$ cat src/rtl/sfel_pkg.sv
package sfel_pkg;
    localparam int unsigned DWORD_BYTES  = 4;
    localparam int unsigned LEVEL_W      = 5;
    localparam int unsigned STORAGE_W    = 16;
    localparam logic [31:0] STACK_PTR_RST = 32'h0000_0000;
    localparam logic [31:0] FRAME_BASE_RST = 32'h0000_0000;
    localparam logic [1:0]  SEG_DATA     = 2'h0;
    localparam logic [1:0]  SEG_STACK    = 2'h1;

    typedef enum logic [2:0] {
        SFEL_IDLE    = 3'h0,
        SFEL_PUSHB   = 3'h1,
        SFEL_COPYRD  = 3'h3,
        SFEL_COPYWR  = 3'h2,
        SFEL_PUSHT   = 3'h6,
        SFEL_FINISH  = 3'h7,
        SFEL_POPRD   = 3'h5,
        SFEL_POPEND  = 3'h4
    } sfel_state_t;

    function automatic logic [31:0] sfel_dec4(input logic [31:0] v);
        sfel_dec4 = v - 32'(DWORD_BYTES);
    endfunction

    function automatic logic [31:0] sfel_inc4(input logic [31:0] v);
        sfel_inc4 = v + 32'(DWORD_BYTES);
    endfunction
endpackage

$ cat src/rtl/sfel_core.sv
`timescale 1ns/1ps
`default_nettype none
module sfel_core (
    input  wire logic                           ref_clk,
    input  wire logic                           sys_rst,
    input  wire logic                           clk_en,
    input  wire logic                           enter_req,
    input  wire logic                           leave_req,
    input  wire logic [sfel_pkg::STORAGE_W-1:0] storage_bytes,
    input  wire logic [sfel_pkg::LEVEL_W-1:0]   nest_level,
    input  wire logic                           opnd_base_frame,
    input  wire logic                           opnd_base_stack,
    input  wire logic                           mem_ready,
    input  wire logic [31:0]                    mem_rdata,
    output logic                                mem_req,
    output logic                                mem_we,
    output logic [31:0]                         mem_addr,
    output logic [31:0]                         mem_wdata,
    output logic [31:0]                         frame_base_reg,
    output logic [31:0]                         stack_ptr_reg,
    output logic                                busy,
    output logic                                done,
    output logic [1:0]                          opnd_seg
);
    sfel_pkg::sfel_state_t state_q, state_d;
    logic [31:0] fb_q, fb_d, sp_q, sp_d, tmp_q, tmp_d, cp_q, cp_d, rd_q, rd_d;
    logic [31:0] addr_q, addr_d, wd_q, wd_d;
    logic [sfel_pkg::STORAGE_W-1:0] stor_q, stor_d;
    logic        req_q, req_d, we_q, we_d, busy_q, busy_d, done_q, done_d;
    logic [sfel_pkg::LEVEL_W-1:0]   lvl_q, lvl_d;
    logic        cnt_load, cnt_dec, none_left;
    logic [1:0]  seg_c;
    logic [1:0]  seg_q;
    logic        xfer;

    assign xfer = req_q && mem_ready;

    sfel_copy_cnt u_cnt (
        .ref_clk   (ref_clk),
        .sys_rst   (sys_rst),
        .clk_en    (clk_en),
        .load      (cnt_load),
        .level     (nest_level),
        .dec       (cnt_dec),
        .none_left (none_left)
    );

    sfel_seg_sel u_seg (
        .base_is_frame (opnd_base_frame),
        .base_is_stack (opnd_base_stack),
        .seg           (seg_c)
    );

    // sequencer; one memory access in flight at a time keeps ordering simple
    always_comb begin
        state_d  = state_q;
        fb_d     = fb_q;
        sp_d     = sp_q;
        tmp_d    = tmp_q;
        cp_d     = cp_q;
        rd_d     = rd_q;
        addr_d   = addr_q;
        wd_d     = wd_q;
        stor_d   = stor_q;
        lvl_d    = lvl_q;
        req_d    = req_q;
        we_d     = we_q;
        busy_d   = busy_q;
        done_d   = 1'b0;
        cnt_load = 1'b0;
        cnt_dec  = 1'b0;
        unique case (state_q)
            sfel_pkg::SFEL_IDLE: begin
                if (enter_req) begin
                    // push old base: decrement first, then write
                    stor_d   = storage_bytes;
                    lvl_d    = nest_level;
                    cnt_load = 1'b1;
                    sp_d     = sfel_pkg::sfel_dec4(sp_q);
                    addr_d   = sfel_pkg::sfel_dec4(sp_q);
                    wd_d     = fb_q;
                    tmp_d    = sfel_pkg::sfel_dec4(sp_q);
                    cp_d     = fb_q;
                    req_d    = 1'b1;
                    we_d     = 1'b1;
                    busy_d   = 1'b1;
                    state_d  = sfel_pkg::SFEL_PUSHB;
                end else if (leave_req) begin
                    // release: stack pointer takes base, then pop
                    sp_d    = fb_q;
                    addr_d  = fb_q;
                    req_d   = 1'b1;
                    we_d    = 1'b0;
                    busy_d  = 1'b1;
                    state_d = sfel_pkg::SFEL_POPRD;
                end
            end
            sfel_pkg::SFEL_PUSHB: begin
                if (xfer) begin
                    req_d = 1'b0;
                    if (lvl_q == '0) begin
                        state_d = sfel_pkg::SFEL_FINISH;
                    end else if (none_left) begin
                        state_d = sfel_pkg::SFEL_PUSHT;
                    end else begin
                        state_d = sfel_pkg::SFEL_COPYRD;
                    end
                end
            end
            sfel_pkg::SFEL_COPYRD: begin
                // read the word just below the walking base copy
                if (!req_q) begin
                    // step the copy count as the read goes out, so the write can test it
                    cnt_dec = 1'b1;
                    cp_d   = sfel_pkg::sfel_dec4(cp_q);
                    addr_d = sfel_pkg::sfel_dec4(cp_q);
                    req_d  = 1'b1;
                    we_d   = 1'b0;
                end else if (xfer) begin
                    rd_d    = mem_rdata;
                    req_d   = 1'b0;
                    state_d = sfel_pkg::SFEL_COPYWR;
                end
            end
            sfel_pkg::SFEL_COPYWR: begin
                if (!req_q) begin
                    sp_d   = sfel_pkg::sfel_dec4(sp_q);
                    addr_d = sfel_pkg::sfel_dec4(sp_q);
                    wd_d   = rd_q;
                    req_d  = 1'b1;
                    we_d   = 1'b1;
                end else if (xfer) begin
                    req_d   = 1'b0;
                    state_d = none_left ? sfel_pkg::SFEL_PUSHT : sfel_pkg::SFEL_COPYRD;
                end
            end
            sfel_pkg::SFEL_PUSHT: begin
                // last display word points at the new frame
                if (!req_q) begin
                    sp_d   = sfel_pkg::sfel_dec4(sp_q);
                    addr_d = sfel_pkg::sfel_dec4(sp_q);
                    wd_d   = tmp_q;
                    req_d  = 1'b1;
                    we_d   = 1'b1;
                end else if (xfer) begin
                    req_d   = 1'b0;
                    state_d = sfel_pkg::SFEL_FINISH;
                end
            end
            sfel_pkg::SFEL_FINISH: begin
                // base at highest display word, then reserve storage
                fb_d    = tmp_q;
                sp_d    = sp_q - {{(32-sfel_pkg::STORAGE_W){1'b0}}, stor_q};
                busy_d  = 1'b0;
                done_d  = 1'b1;
                state_d = sfel_pkg::SFEL_IDLE;
            end
            sfel_pkg::SFEL_POPRD: begin
                if (xfer) begin
                    fb_d    = mem_rdata;
                    req_d   = 1'b0;
                    state_d = sfel_pkg::SFEL_POPEND;
                end
            end
            sfel_pkg::SFEL_POPEND: begin
                sp_d    = sfel_pkg::sfel_inc4(sp_q);
                busy_d  = 1'b0;
                done_d  = 1'b1;
                state_d = sfel_pkg::SFEL_IDLE;
            end
            default: begin
                state_d = sfel_pkg::SFEL_IDLE;
            end
        endcase
    end

    always_ff @(posedge ref_clk) begin
        if (sys_rst) begin
            state_q <= sfel_pkg::SFEL_IDLE;
            fb_q    <= sfel_pkg::FRAME_BASE_RST;
            sp_q    <= sfel_pkg::STACK_PTR_RST;
            tmp_q   <= 32'h0000_0000;
            cp_q    <= 32'h0000_0000;
            rd_q    <= 32'h0000_0000;
            addr_q  <= 32'h0000_0000;
            wd_q    <= 32'h0000_0000;
            stor_q  <= '0;
            lvl_q   <= '0;
            req_q   <= 1'b0;
            we_q    <= 1'b0;
            busy_q  <= 1'b0;
            done_q  <= 1'b0;
            seg_q   <= sfel_pkg::SEG_DATA;
        end else if (clk_en) begin
            state_q <= state_d;
            fb_q    <= fb_d;
            sp_q    <= sp_d;
            tmp_q   <= tmp_d;
            cp_q    <= cp_d;
            rd_q    <= rd_d;
            addr_q  <= addr_d;
            wd_q    <= wd_d;
            stor_q  <= stor_d;
            lvl_q   <= lvl_d;
            req_q   <= req_d;
            we_q    <= we_d;
            busy_q  <= busy_d;
            done_q  <= done_d;
            seg_q   <= seg_c;
        end
    end

    assign mem_req        = req_q;
    assign mem_we         = we_q;
    assign mem_addr       = addr_q;
    assign mem_wdata      = wd_q;
    assign frame_base_reg = fb_q;
    assign stack_ptr_reg  = sp_q;
    assign busy           = busy_q;
    assign done           = done_q;
    assign opnd_seg       = seg_q;

    // the first write of an entry is the old base at stack pointer minus four
    AST_FIRST_PUSH: assert property (@(posedge ref_clk) disable iff (sys_rst)
        (clk_en && state_q == sfel_pkg::SFEL_IDLE && enter_req)
        |=> (mem_we && mem_wdata == $past(fb_q) && mem_addr == $past(sp_q) - 32'h0000_0004))
        else $error("first push is not the old base");

    // finish leaves the base at the temporary and subtracts storage
    AST_FINISH: assert property (@(posedge ref_clk) disable iff (sys_rst)
        (clk_en && state_q == sfel_pkg::SFEL_FINISH)
        |=> (frame_base_reg == $past(tmp_q)
             && stack_ptr_reg == $past(sp_q) - {16'h0000, $past(stor_q)}))
        else $error("finish does not set base and stack pointer");

    // release copies the base into the stack pointer first
    AST_LEAVE_COPY: assert property (@(posedge ref_clk) disable iff (sys_rst)
        (clk_en && state_q == sfel_pkg::SFEL_IDLE && !enter_req && leave_req)
        |=> (stack_ptr_reg == $past(fb_q) && mem_addr == $past(fb_q) && !mem_we))
        else $error("release did not copy base to stack pointer");

    // pop: base takes read data, stack pointer rises by four afterwards
    AST_POP: assert property (@(posedge ref_clk) disable iff (sys_rst)
        (clk_en && state_q == sfel_pkg::SFEL_POPRD && xfer) ##1 clk_en
        |=> (frame_base_reg == $past(mem_rdata, 2)
             && stack_ptr_reg == $past(sp_q, 2) + 32'h0000_0004))
        else $error("pop did not restore base and step stack pointer");

    // every push writes one word below the previous stack pointer
    AST_PUSH_DEC: assert property (@(posedge ref_clk) disable iff (sys_rst)
        (clk_en && $rose(mem_req) && mem_we)
        |-> (mem_addr == stack_ptr_reg))
        else $error("push address differs from stack pointer");

    // the final display word holds the new frame pointer
    AST_PUSH_TEMP: assert property (@(posedge ref_clk) disable iff (sys_rst)
        (state_q == sfel_pkg::SFEL_PUSHT && mem_req) |-> (mem_wdata == tmp_q && mem_we))
        else $error("last display word is not the new frame pointer");

    // level zero goes straight from saving the base to finishing
    AST_LEVEL0: assert property (@(posedge ref_clk) disable iff (sys_rst)
        (clk_en && state_q == sfel_pkg::SFEL_PUSHB && xfer && lvl_q == '0)
        |=> (state_q == sfel_pkg::SFEL_FINISH))
        else $error("level zero copied pointers");

    // level one pushes the temporary right after the base
    AST_LEVEL1: assert property (@(posedge ref_clk) disable iff (sys_rst)
        (clk_en && state_q == sfel_pkg::SFEL_PUSHB && xfer && lvl_q == 5'h01)
        |=> (state_q == sfel_pkg::SFEL_PUSHT))
        else $error("level one copied earlier pointers");

    // frame-based operands select the stack segment
    AST_SEG: assert property (@(posedge ref_clk) disable iff (sys_rst)
        (clk_en && opnd_base_frame) |=> (opnd_seg == sfel_pkg::SEG_STACK))
        else $error("frame-based operand not in stack segment");
endmodule
`default_nettype wire

$ cat src/rtl/sfel_seg_sel.sv
`timescale 1ns/1ps
`default_nettype none
// picks the segment for an operand address from its base register
module sfel_seg_sel (
    input  wire logic       base_is_frame,
    input  wire logic       base_is_stack,
    output logic [1:0]      seg
);
    // frame-based operands live in the stack segment
    always_comb begin
        if (base_is_frame || base_is_stack) begin
            seg = sfel_pkg::SEG_STACK;
        end else begin
            seg = sfel_pkg::SEG_DATA;
        end
    end
endmodule
`default_nettype wire

$ cat src/rtl/sfel_copy_cnt.sv
`timescale 1ns/1ps
`default_nettype none
// counts display pointers still to copy; level is only a count
module sfel_copy_cnt (
    input  wire logic                         ref_clk,
    input  wire logic                         sys_rst,
    input  wire logic                         clk_en,
    input  wire logic                         load,
    input  wire logic [sfel_pkg::LEVEL_W-1:0] level,
    input  wire logic                         dec,
    output logic                              none_left
);
    logic [sfel_pkg::LEVEL_W-1:0] cnt_q;
    logic [sfel_pkg::LEVEL_W-1:0] cnt_d;

    // load level minus one copies; zero level never enters copy phase
    always_comb begin
        cnt_d = cnt_q;
        if (load) begin
            cnt_d = (level == '0) ? '0 : level - 1'b1;
        end else if (dec && cnt_q != '0) begin
            cnt_d = cnt_q - 1'b1;
        end
    end

    always_ff @(posedge ref_clk) begin
        if (sys_rst) begin
            cnt_q <= '0;
        end else if (clk_en) begin
            cnt_q <= cnt_d;
        end
    end

    assign none_left = (cnt_q == '0);
endmodule
`default_nettype wire

$ cat config.mk
export PLATFORM = sky130hd
export DESIGN_NAME = sfel_core
export DESIGN_NICKNAME = d
export VERILOG_FILES = /design/src/rtl/sfel_pkg.sv /design/src/rtl/sfel_core.sv /design/src/rtl/sfel_seg_sel.sv /design/src/rtl/sfel_copy_cnt.sv
export SDC_FILE = /design/constraint.sdc
export NUM_CORES = 1
export LEC_CHECK = 0
export BUFFER_PORTS_ARGS = -buffer_cell sky130_fd_sc_hd__buf_2
export CORE_AREA = 2 2 163 245
export DETAILED_ROUTE_END_ITERATION = 16
export DIE_AREA = 0 0 165 247
export PLACE_DENSITY_LB_ADDON = 0.15
export SETUP_SLACK_MARGIN = 0.3
export SLEW_MARGIN = 40
export SYNTH_ARGS = -nofsm -noshare
export SYNTH_HDL_FRONTEND = slang
export SYNTH_HIERARCHICAL = 1
export SYNTH_SLANG_ARGS = --single-unit
$ cat constraint.sdc
create_clock -name ref_clk -period 2.8 [get_ports ref_clk]
set_input_delay 0.14 -clock ref_clk [delete_from_list [all_inputs] [get_ports ref_clk]]
set_output_delay 0.14 -clock ref_clk [all_outputs]
set_load 0.05 [all_outputs]
Word level (Yosys, flattened, before mapping). Index checks and enable logic that the tools add are counted.

Register bits after elaboration: 259. Bits of input ports: 61. Output and inout bits: 134. Word-level logic and storage cells: 122.

$add $sub $neg: 6. Equality and inequality tests: 22. Mux-type cells: 47. Reductions and logical operators: 31.

Operators with widths (count): $mux W32 (8); $pmux W32 S3 (2); $pmux W32 S2 (2); $pmux W32 S4 (1); $sub A32 B3 Y32 const B (2); $mux W3 (12); $add A32 B3 Y32 const B (1); $sub A32 B16 Y32 (1); $ne A2 B2 Y1 const B (13); $pmux W3 S7 (1); $reduce_and A4 Y1 (4); $logic_not A5 Y1 (3); $mux W1 (15); $mux W5 (3); $eq A3 B3 Y1 const B (4); $reduce_and A10 Y1 (1); $reduce_and A5 Y1 (2); $sub A5 B1 Y5 const B (2); $reduce_and A3 Y1 (3); $reduce_bool A3 Y1 (3); $reduce_bool A2 Y1 (4); $eq A3 B2 Y1 const B (2); $pmux W1 S3 (2); $reduce_or A2 Y1 (3); other kinds (11) (12).

Logic depth before layout (Yosys ltp).
Depth after elaboration: 5. Mapped depth: 12. Gate-level depth less buffers: 11.

Hierarchy. Netlist, hierarchy kept.

Modules (own cells, without submodules): sfel_core (instances 1, cells each 1986, area an instance 14824.2 um^2, seq. area each 5084.9 um^2); sfel_copy_cnt (instances 1, cells each 46, area an instance 395.4 um^2, seq. area each 100.1 um^2); sfel_seg_sel (instances 1, cells each 3, area an instance 17.5 um^2, seq. area each 0.0 um^2).

Least setup slack after synthesis. No wires, ideal clock.

Path type: register to register. From: register sp_q[8], in the netlist stack_ptr_reg[8]. To: register sp_q[19], in the netlist stack_ptr_reg[19]. Setup time: 0.132 ns. Arrival: 2.903 ns. Required time: 2.668 ns. Slack: -0.235 ns. Cell stages (with the launch flop): 10. Buffers on the path: 0. Clock period less this slack: 3.035 ns. Cell sequence: dfxtp_1 > ha_1 > a21oi_1 > o21ai_0 > or3_1 > o211a_1 > or2_1 > mux2_2 > a2111oi_0 > nor4_1.

Cells in the longest elaborated chain, start to end: 3. Elaborated cells between the ends (all ways): 6. Classes of those cells: add/sub: 3; mux: 3.

RTL lines: start: declaration (RTL line sfel_core.sv:26) `logic [31:0] fb_q, fb_d, sp_q, sp_d, tmp_q, tmp_d, cp_q, cp_d, rd_q, rd_d;`; start signal: assignment (RTL line sfel_core.sv:181) `sp_q <= sfel_pkg::STACK_PTR_RST;`; start signal: assignment (RTL line sfel_core.sv:197) `sp_q <= sp_d;`; $sub A32 B3 Y32 (RTL line sfel_pkg.sv:22) `sfel_dec4 = v - 32'(DWORD_BYTES);`; $mux W32, on equally long branches (RTL line sfel_core.sv:126, sfel_core.sv:139, sfel_core.sv:74); $pmux W32 S4 (*) (RTL line sfel_core.sv:72) `unique case (state_q)`.

Every way passes the cells marked *; elsewhere a longest branch is shown, timed or not. The select of a mux whose other input is x is not followed. A chain may end at the register's enable or synchronous reset.

Worst setup path after layout.
From: register cp_q[5]. To: register addr_q[25], in the netlist mem_addr[25].

Cells in the longest elaborated chain, start to end: 3.

RTL lines: start: declaration (RTL line sfel_core.sv:26); start signal: assignment (RTL line sfel_core.sv:199) `cp_q <= cp_d;`; $sub A32 B3 Y32 (RTL line sfel_pkg.sv:22); $mux W32 (RTL line sfel_core.sv:112) `if (!req_q) begin`; $pmux W32 S3 (RTL line sfel_core.sv:72); end signal: assignment (RTL line sfel_core.sv:201) `addr_q <= addr_d;`; end: declaration (RTL line sfel_core.sv:27) `logic [31:0] addr_q, addr_d, wd_q, wd_d;`.

Every way passes these cells. The select of a mux whose other input is x is not followed.

==> results.yml <==
detailed_routing:
  drc_errors: 0
  wirelength_met1_um: 25310
  num_vias: 16660
  wire_per_inst_um: 22.33
  wl_um: 64470
  wl_met2_um: 32370
  drt-initial-drc-count: 1455
  ant_nets: 0
  dr_wl_met3_um: 3315
  highest_layer: "met4"
  drtPass1Iterations: 6
  vias_per_cell: 5.769
pwr:
  p_int_mw: 9.554
  p_comb_frac: 0.491
  ir_worst_vdd_mv: 0.6181
  clockPowerShare: 0.242
  power.density_nw_per_um2: 801.3
  power.total_mw: 16.41
  switchingPower_mw: 6.852
  p_seq_frac: 0.267
  p_leak_nw: 8.183
  p_sw_frac: 0.4176
worst_setup_path:
  endpoint_kind: "register"
  reg2reg_depth: 7
  crit_chain: "or3_4, or4_4, or2_4, or4_4, xnor2_1, a221oi_2, a211oi_2"
  cpPeakStageDelay_ns: 0.46
  cp_top_family: "simple AND/OR/NAND/NOR gates"
  cp-start-kind: "register"
  cpMostUsedCell: "or4_4"
  slowest_stage: "or4_4"
  critical_path_depth: 7
  worstPathMaxFanout: 3
  path_class: "register to register"
  path_buf_inv: 0
  cp.arrival_ns: 2.99
  required_ns: 3.23
sta:
  max_freq_mhz: 390.5
  finalMaxSlewViolations: 0
  worst_slack_ns: 0.2393
  holdWs_ns: 0.05265
  finalCriticalPeriod_ns: 2.561
  rsz0062_at_grt: "true"
  setup_viol: 0
  relSlewSlack: 0.4424
  clock_skew_ns: 0.02121
  finalCritPeriodShare: 0.9145
  worstMarginPinSlew_ns: 0.8364
  final_hold_viol_count: 0
final_layout:
  num-nets-final: 2450
  n_antenna_cell: 0
  fillers: 3783
  syn2layout_area_growth_pct: 34.37
  drive_above_1_share: 0.2752
  fin_cells: 2887
global_route:
  antenna_found_initial: 0
  grt.overflow.total: 0
  grt_use_total: 0.3107
  grt_pass1_vias: 16000
  grt_pass1_wl_um: 96810
  grt_max_degree: 167
cts:
  cts_tree: "built"
  clock-root-buffer: "clkbuf_16"
  htree_levels: 1
  cts_buffers: 28
  clk_pin_slew_worst_paths_ns: 0.06
  clk_path_buf_depth: 3
  clk_latency_ns: 0.58
  clkSinkCount: 259
synth:
  yosysTopAreaCellShare: 0.3403
  syn_area_per_cell_um2: 7.488
  syn-num-nets: 2119
  syn_area_um2: 15240
  yosysTopAreaCell: "dfxtp_1"
  synth_cell_type_count: 83
  synth-edff-count: 0
  synth_flop_cell: "dfxtp_1"
  yosys-top-cells-area: "dfxtp_1, nor2_1, a21oi_1"
  ys_seq_area_frac: 0.3403
  yosys_warnings: 6
  ys_async_sr_fraction: 0
  synth_seq_cells: 259
  syn_inst: 2035
die:
  die_h_um: 247
  coreArea_um2: 38860
  io_pins: 195
  num_rows: 89
  initial_utilization: 0.3921
  die_area_um2: 40760
  die_w_um: 165
place:
  dp_cells: 2720
  dp_slack_ns: -0.05765
  dp_hpwl_um: 47010
  gp_congestion: 0.9308
  port_buffers: 194
flow_run:
  cap_violations: 0
hold_path:
  hold_path_class: "input port to register"
  worstHoldPathCells: 4
outcome:
  status: "finished, final reports clean"
-- cells by family after synthesis --
kind of cell	Yosys count	synth area share
mux	76	0.05001
compound gates	584	0.2422
xor+xnor	91	0.05329
other cells	1	0.0002461
flops	259	0.3403
simple gates	793	0.2404
buf+inv	208	0.05428
fa+ha+maj	23	0.01938
-- cell usage in the layout (no fill, tap or decap), types with 14 or more instances in the layout --
master / instances
buf_4: 207
nand2_1: 225
clkbuf_16: 28
a211oi_1: 108
a21oi_1: 206
dlygate4sd3_1: 56
o21ai_0: 74
o211ai_1: 15
dfxtp_1: 232
nor3_1: 61
buf_12: 16
xor2_1: 30
buf_2: 193
xnor2_1: 46
a22oi_1: 22
mux2i_1: 75
nor2_1: 292
nand3_1: 34
dfxtp_4: 14
o22ai_1: 24
inv_1: 30
nand4_1: 16
-- metal layers --
metal / global-route usage / vias to the layer above
li1: - / 7956
met5: 0 / -
met3: 0.03204 / 149
met4: 0.1435 / 0
met2: 0.5542 / 563
met1: 0.3702 / 7988
-- metrics by stage --
step | utilization | TNS [ns] | cell area, um^2
after global placement | 0.4564 | -0.02453 | 17740
after CTS | 0.5114 | 0 | 19870
after global routing | 0.5268 | 0 | 20470
after detailed placement | 0.4564 | -0.05765 | 17740
final | 0.5268 | 0 | 20470
after floorplan | - | 0 | 15380
-- synthesized netlist by cell type (all sizes together) (3+ instances only) --
master / n
a211oi: 114
a21o: 6
a21oi: 219
a221o: 6
a221oi: 16
a22o: 4
a22oi: 23
a311oi: 3
a31oi: 15
and2: 6
and3: 14
and4: 7
buf: 31
clkbuf: 145
dfxtp: 259
ha: 22
inv: 32
mux2i: 75
nand2: 234
nand2b: 10
nand3: 35
nand3b: 6
nand4: 16
nor2: 309
nor2b: 8
nor3: 77
nor3b: 5
nor4: 20
o2111ai: 3
o211ai: 15
o21a: 6
o21ai: 89
o221ai: 9
o22ai: 24
o311ai: 3
o31ai: 10
o41ai: 3
or2: 9
or3: 14
or3b: 3
or4: 13
xnor2: 60
xor2: 31
-- power by group through the flow --
stage | Combinational [mW] | Clock, mW | Sequential [mW]
floorplan | 3.67 | 0 | 4.94
global placement | 6.82 | 0 | 4.47
detailed placement | 6.83 | 0 | 4.48
CTS | 7.45 | 4.04 | 4.37
global route | 8.58 | 4.19 | 4.42
finish | 8.06 | 3.96 | 4.38
-- worst register-to-register path, stage by stage, from the launching register on --
cell and delay, ns:
dfxtp_4 0.34, or3_4 0.37, or4_4 0.46, or2_4 0.28, or4_4 0.45, xnor2_1 0.16, a221oi_2 0.26, a211oi_2 0.10
-- repair_timing --
action                                  in CTS  in global routing
setup buffers                               38                 22
endpoints found under the hold margin       91                  0
resized for setup                           71                 92
hold buffers                                56                  0
endpoints found under the setup margin      40                 53
pin swaps                                   31                 55
-- layout make-up --
class	instances	area (um^2)	area share
Clock buffer	39	802.0	0.03917
Clock inverter	12	172.7	0.008433
Inverter	32	120.1	0.005867
Multi-Input combinational cell	1568	10050	0.4907
Sequential cell	259	5254	0.2566
Tap cell	500	625.6	0.03055
Timing Repair Buffer	477	3453	0.1687
-- path summary, 6_finish.rpt --
check	startpoint	endpoint	slack, ns
max	cp_q[5]$_SDFFE_PP0P_	mem_addr[25]$_SDFFE_PP0P_	0.24
min	mem_ready	mem_req$_SDFFE_PP0P_	0.05
max reg2reg	cp_q[5]$_SDFFE_PP0P_	mem_addr[25]$_SDFFE_PP0P_	0.24
min reg2reg	rd_q[1]$_SDFFE_PP0P_	rd_q[1]$_SDFFE_PP0P_	0.45
Note: power is estimated with default switching activity, not from simulation.
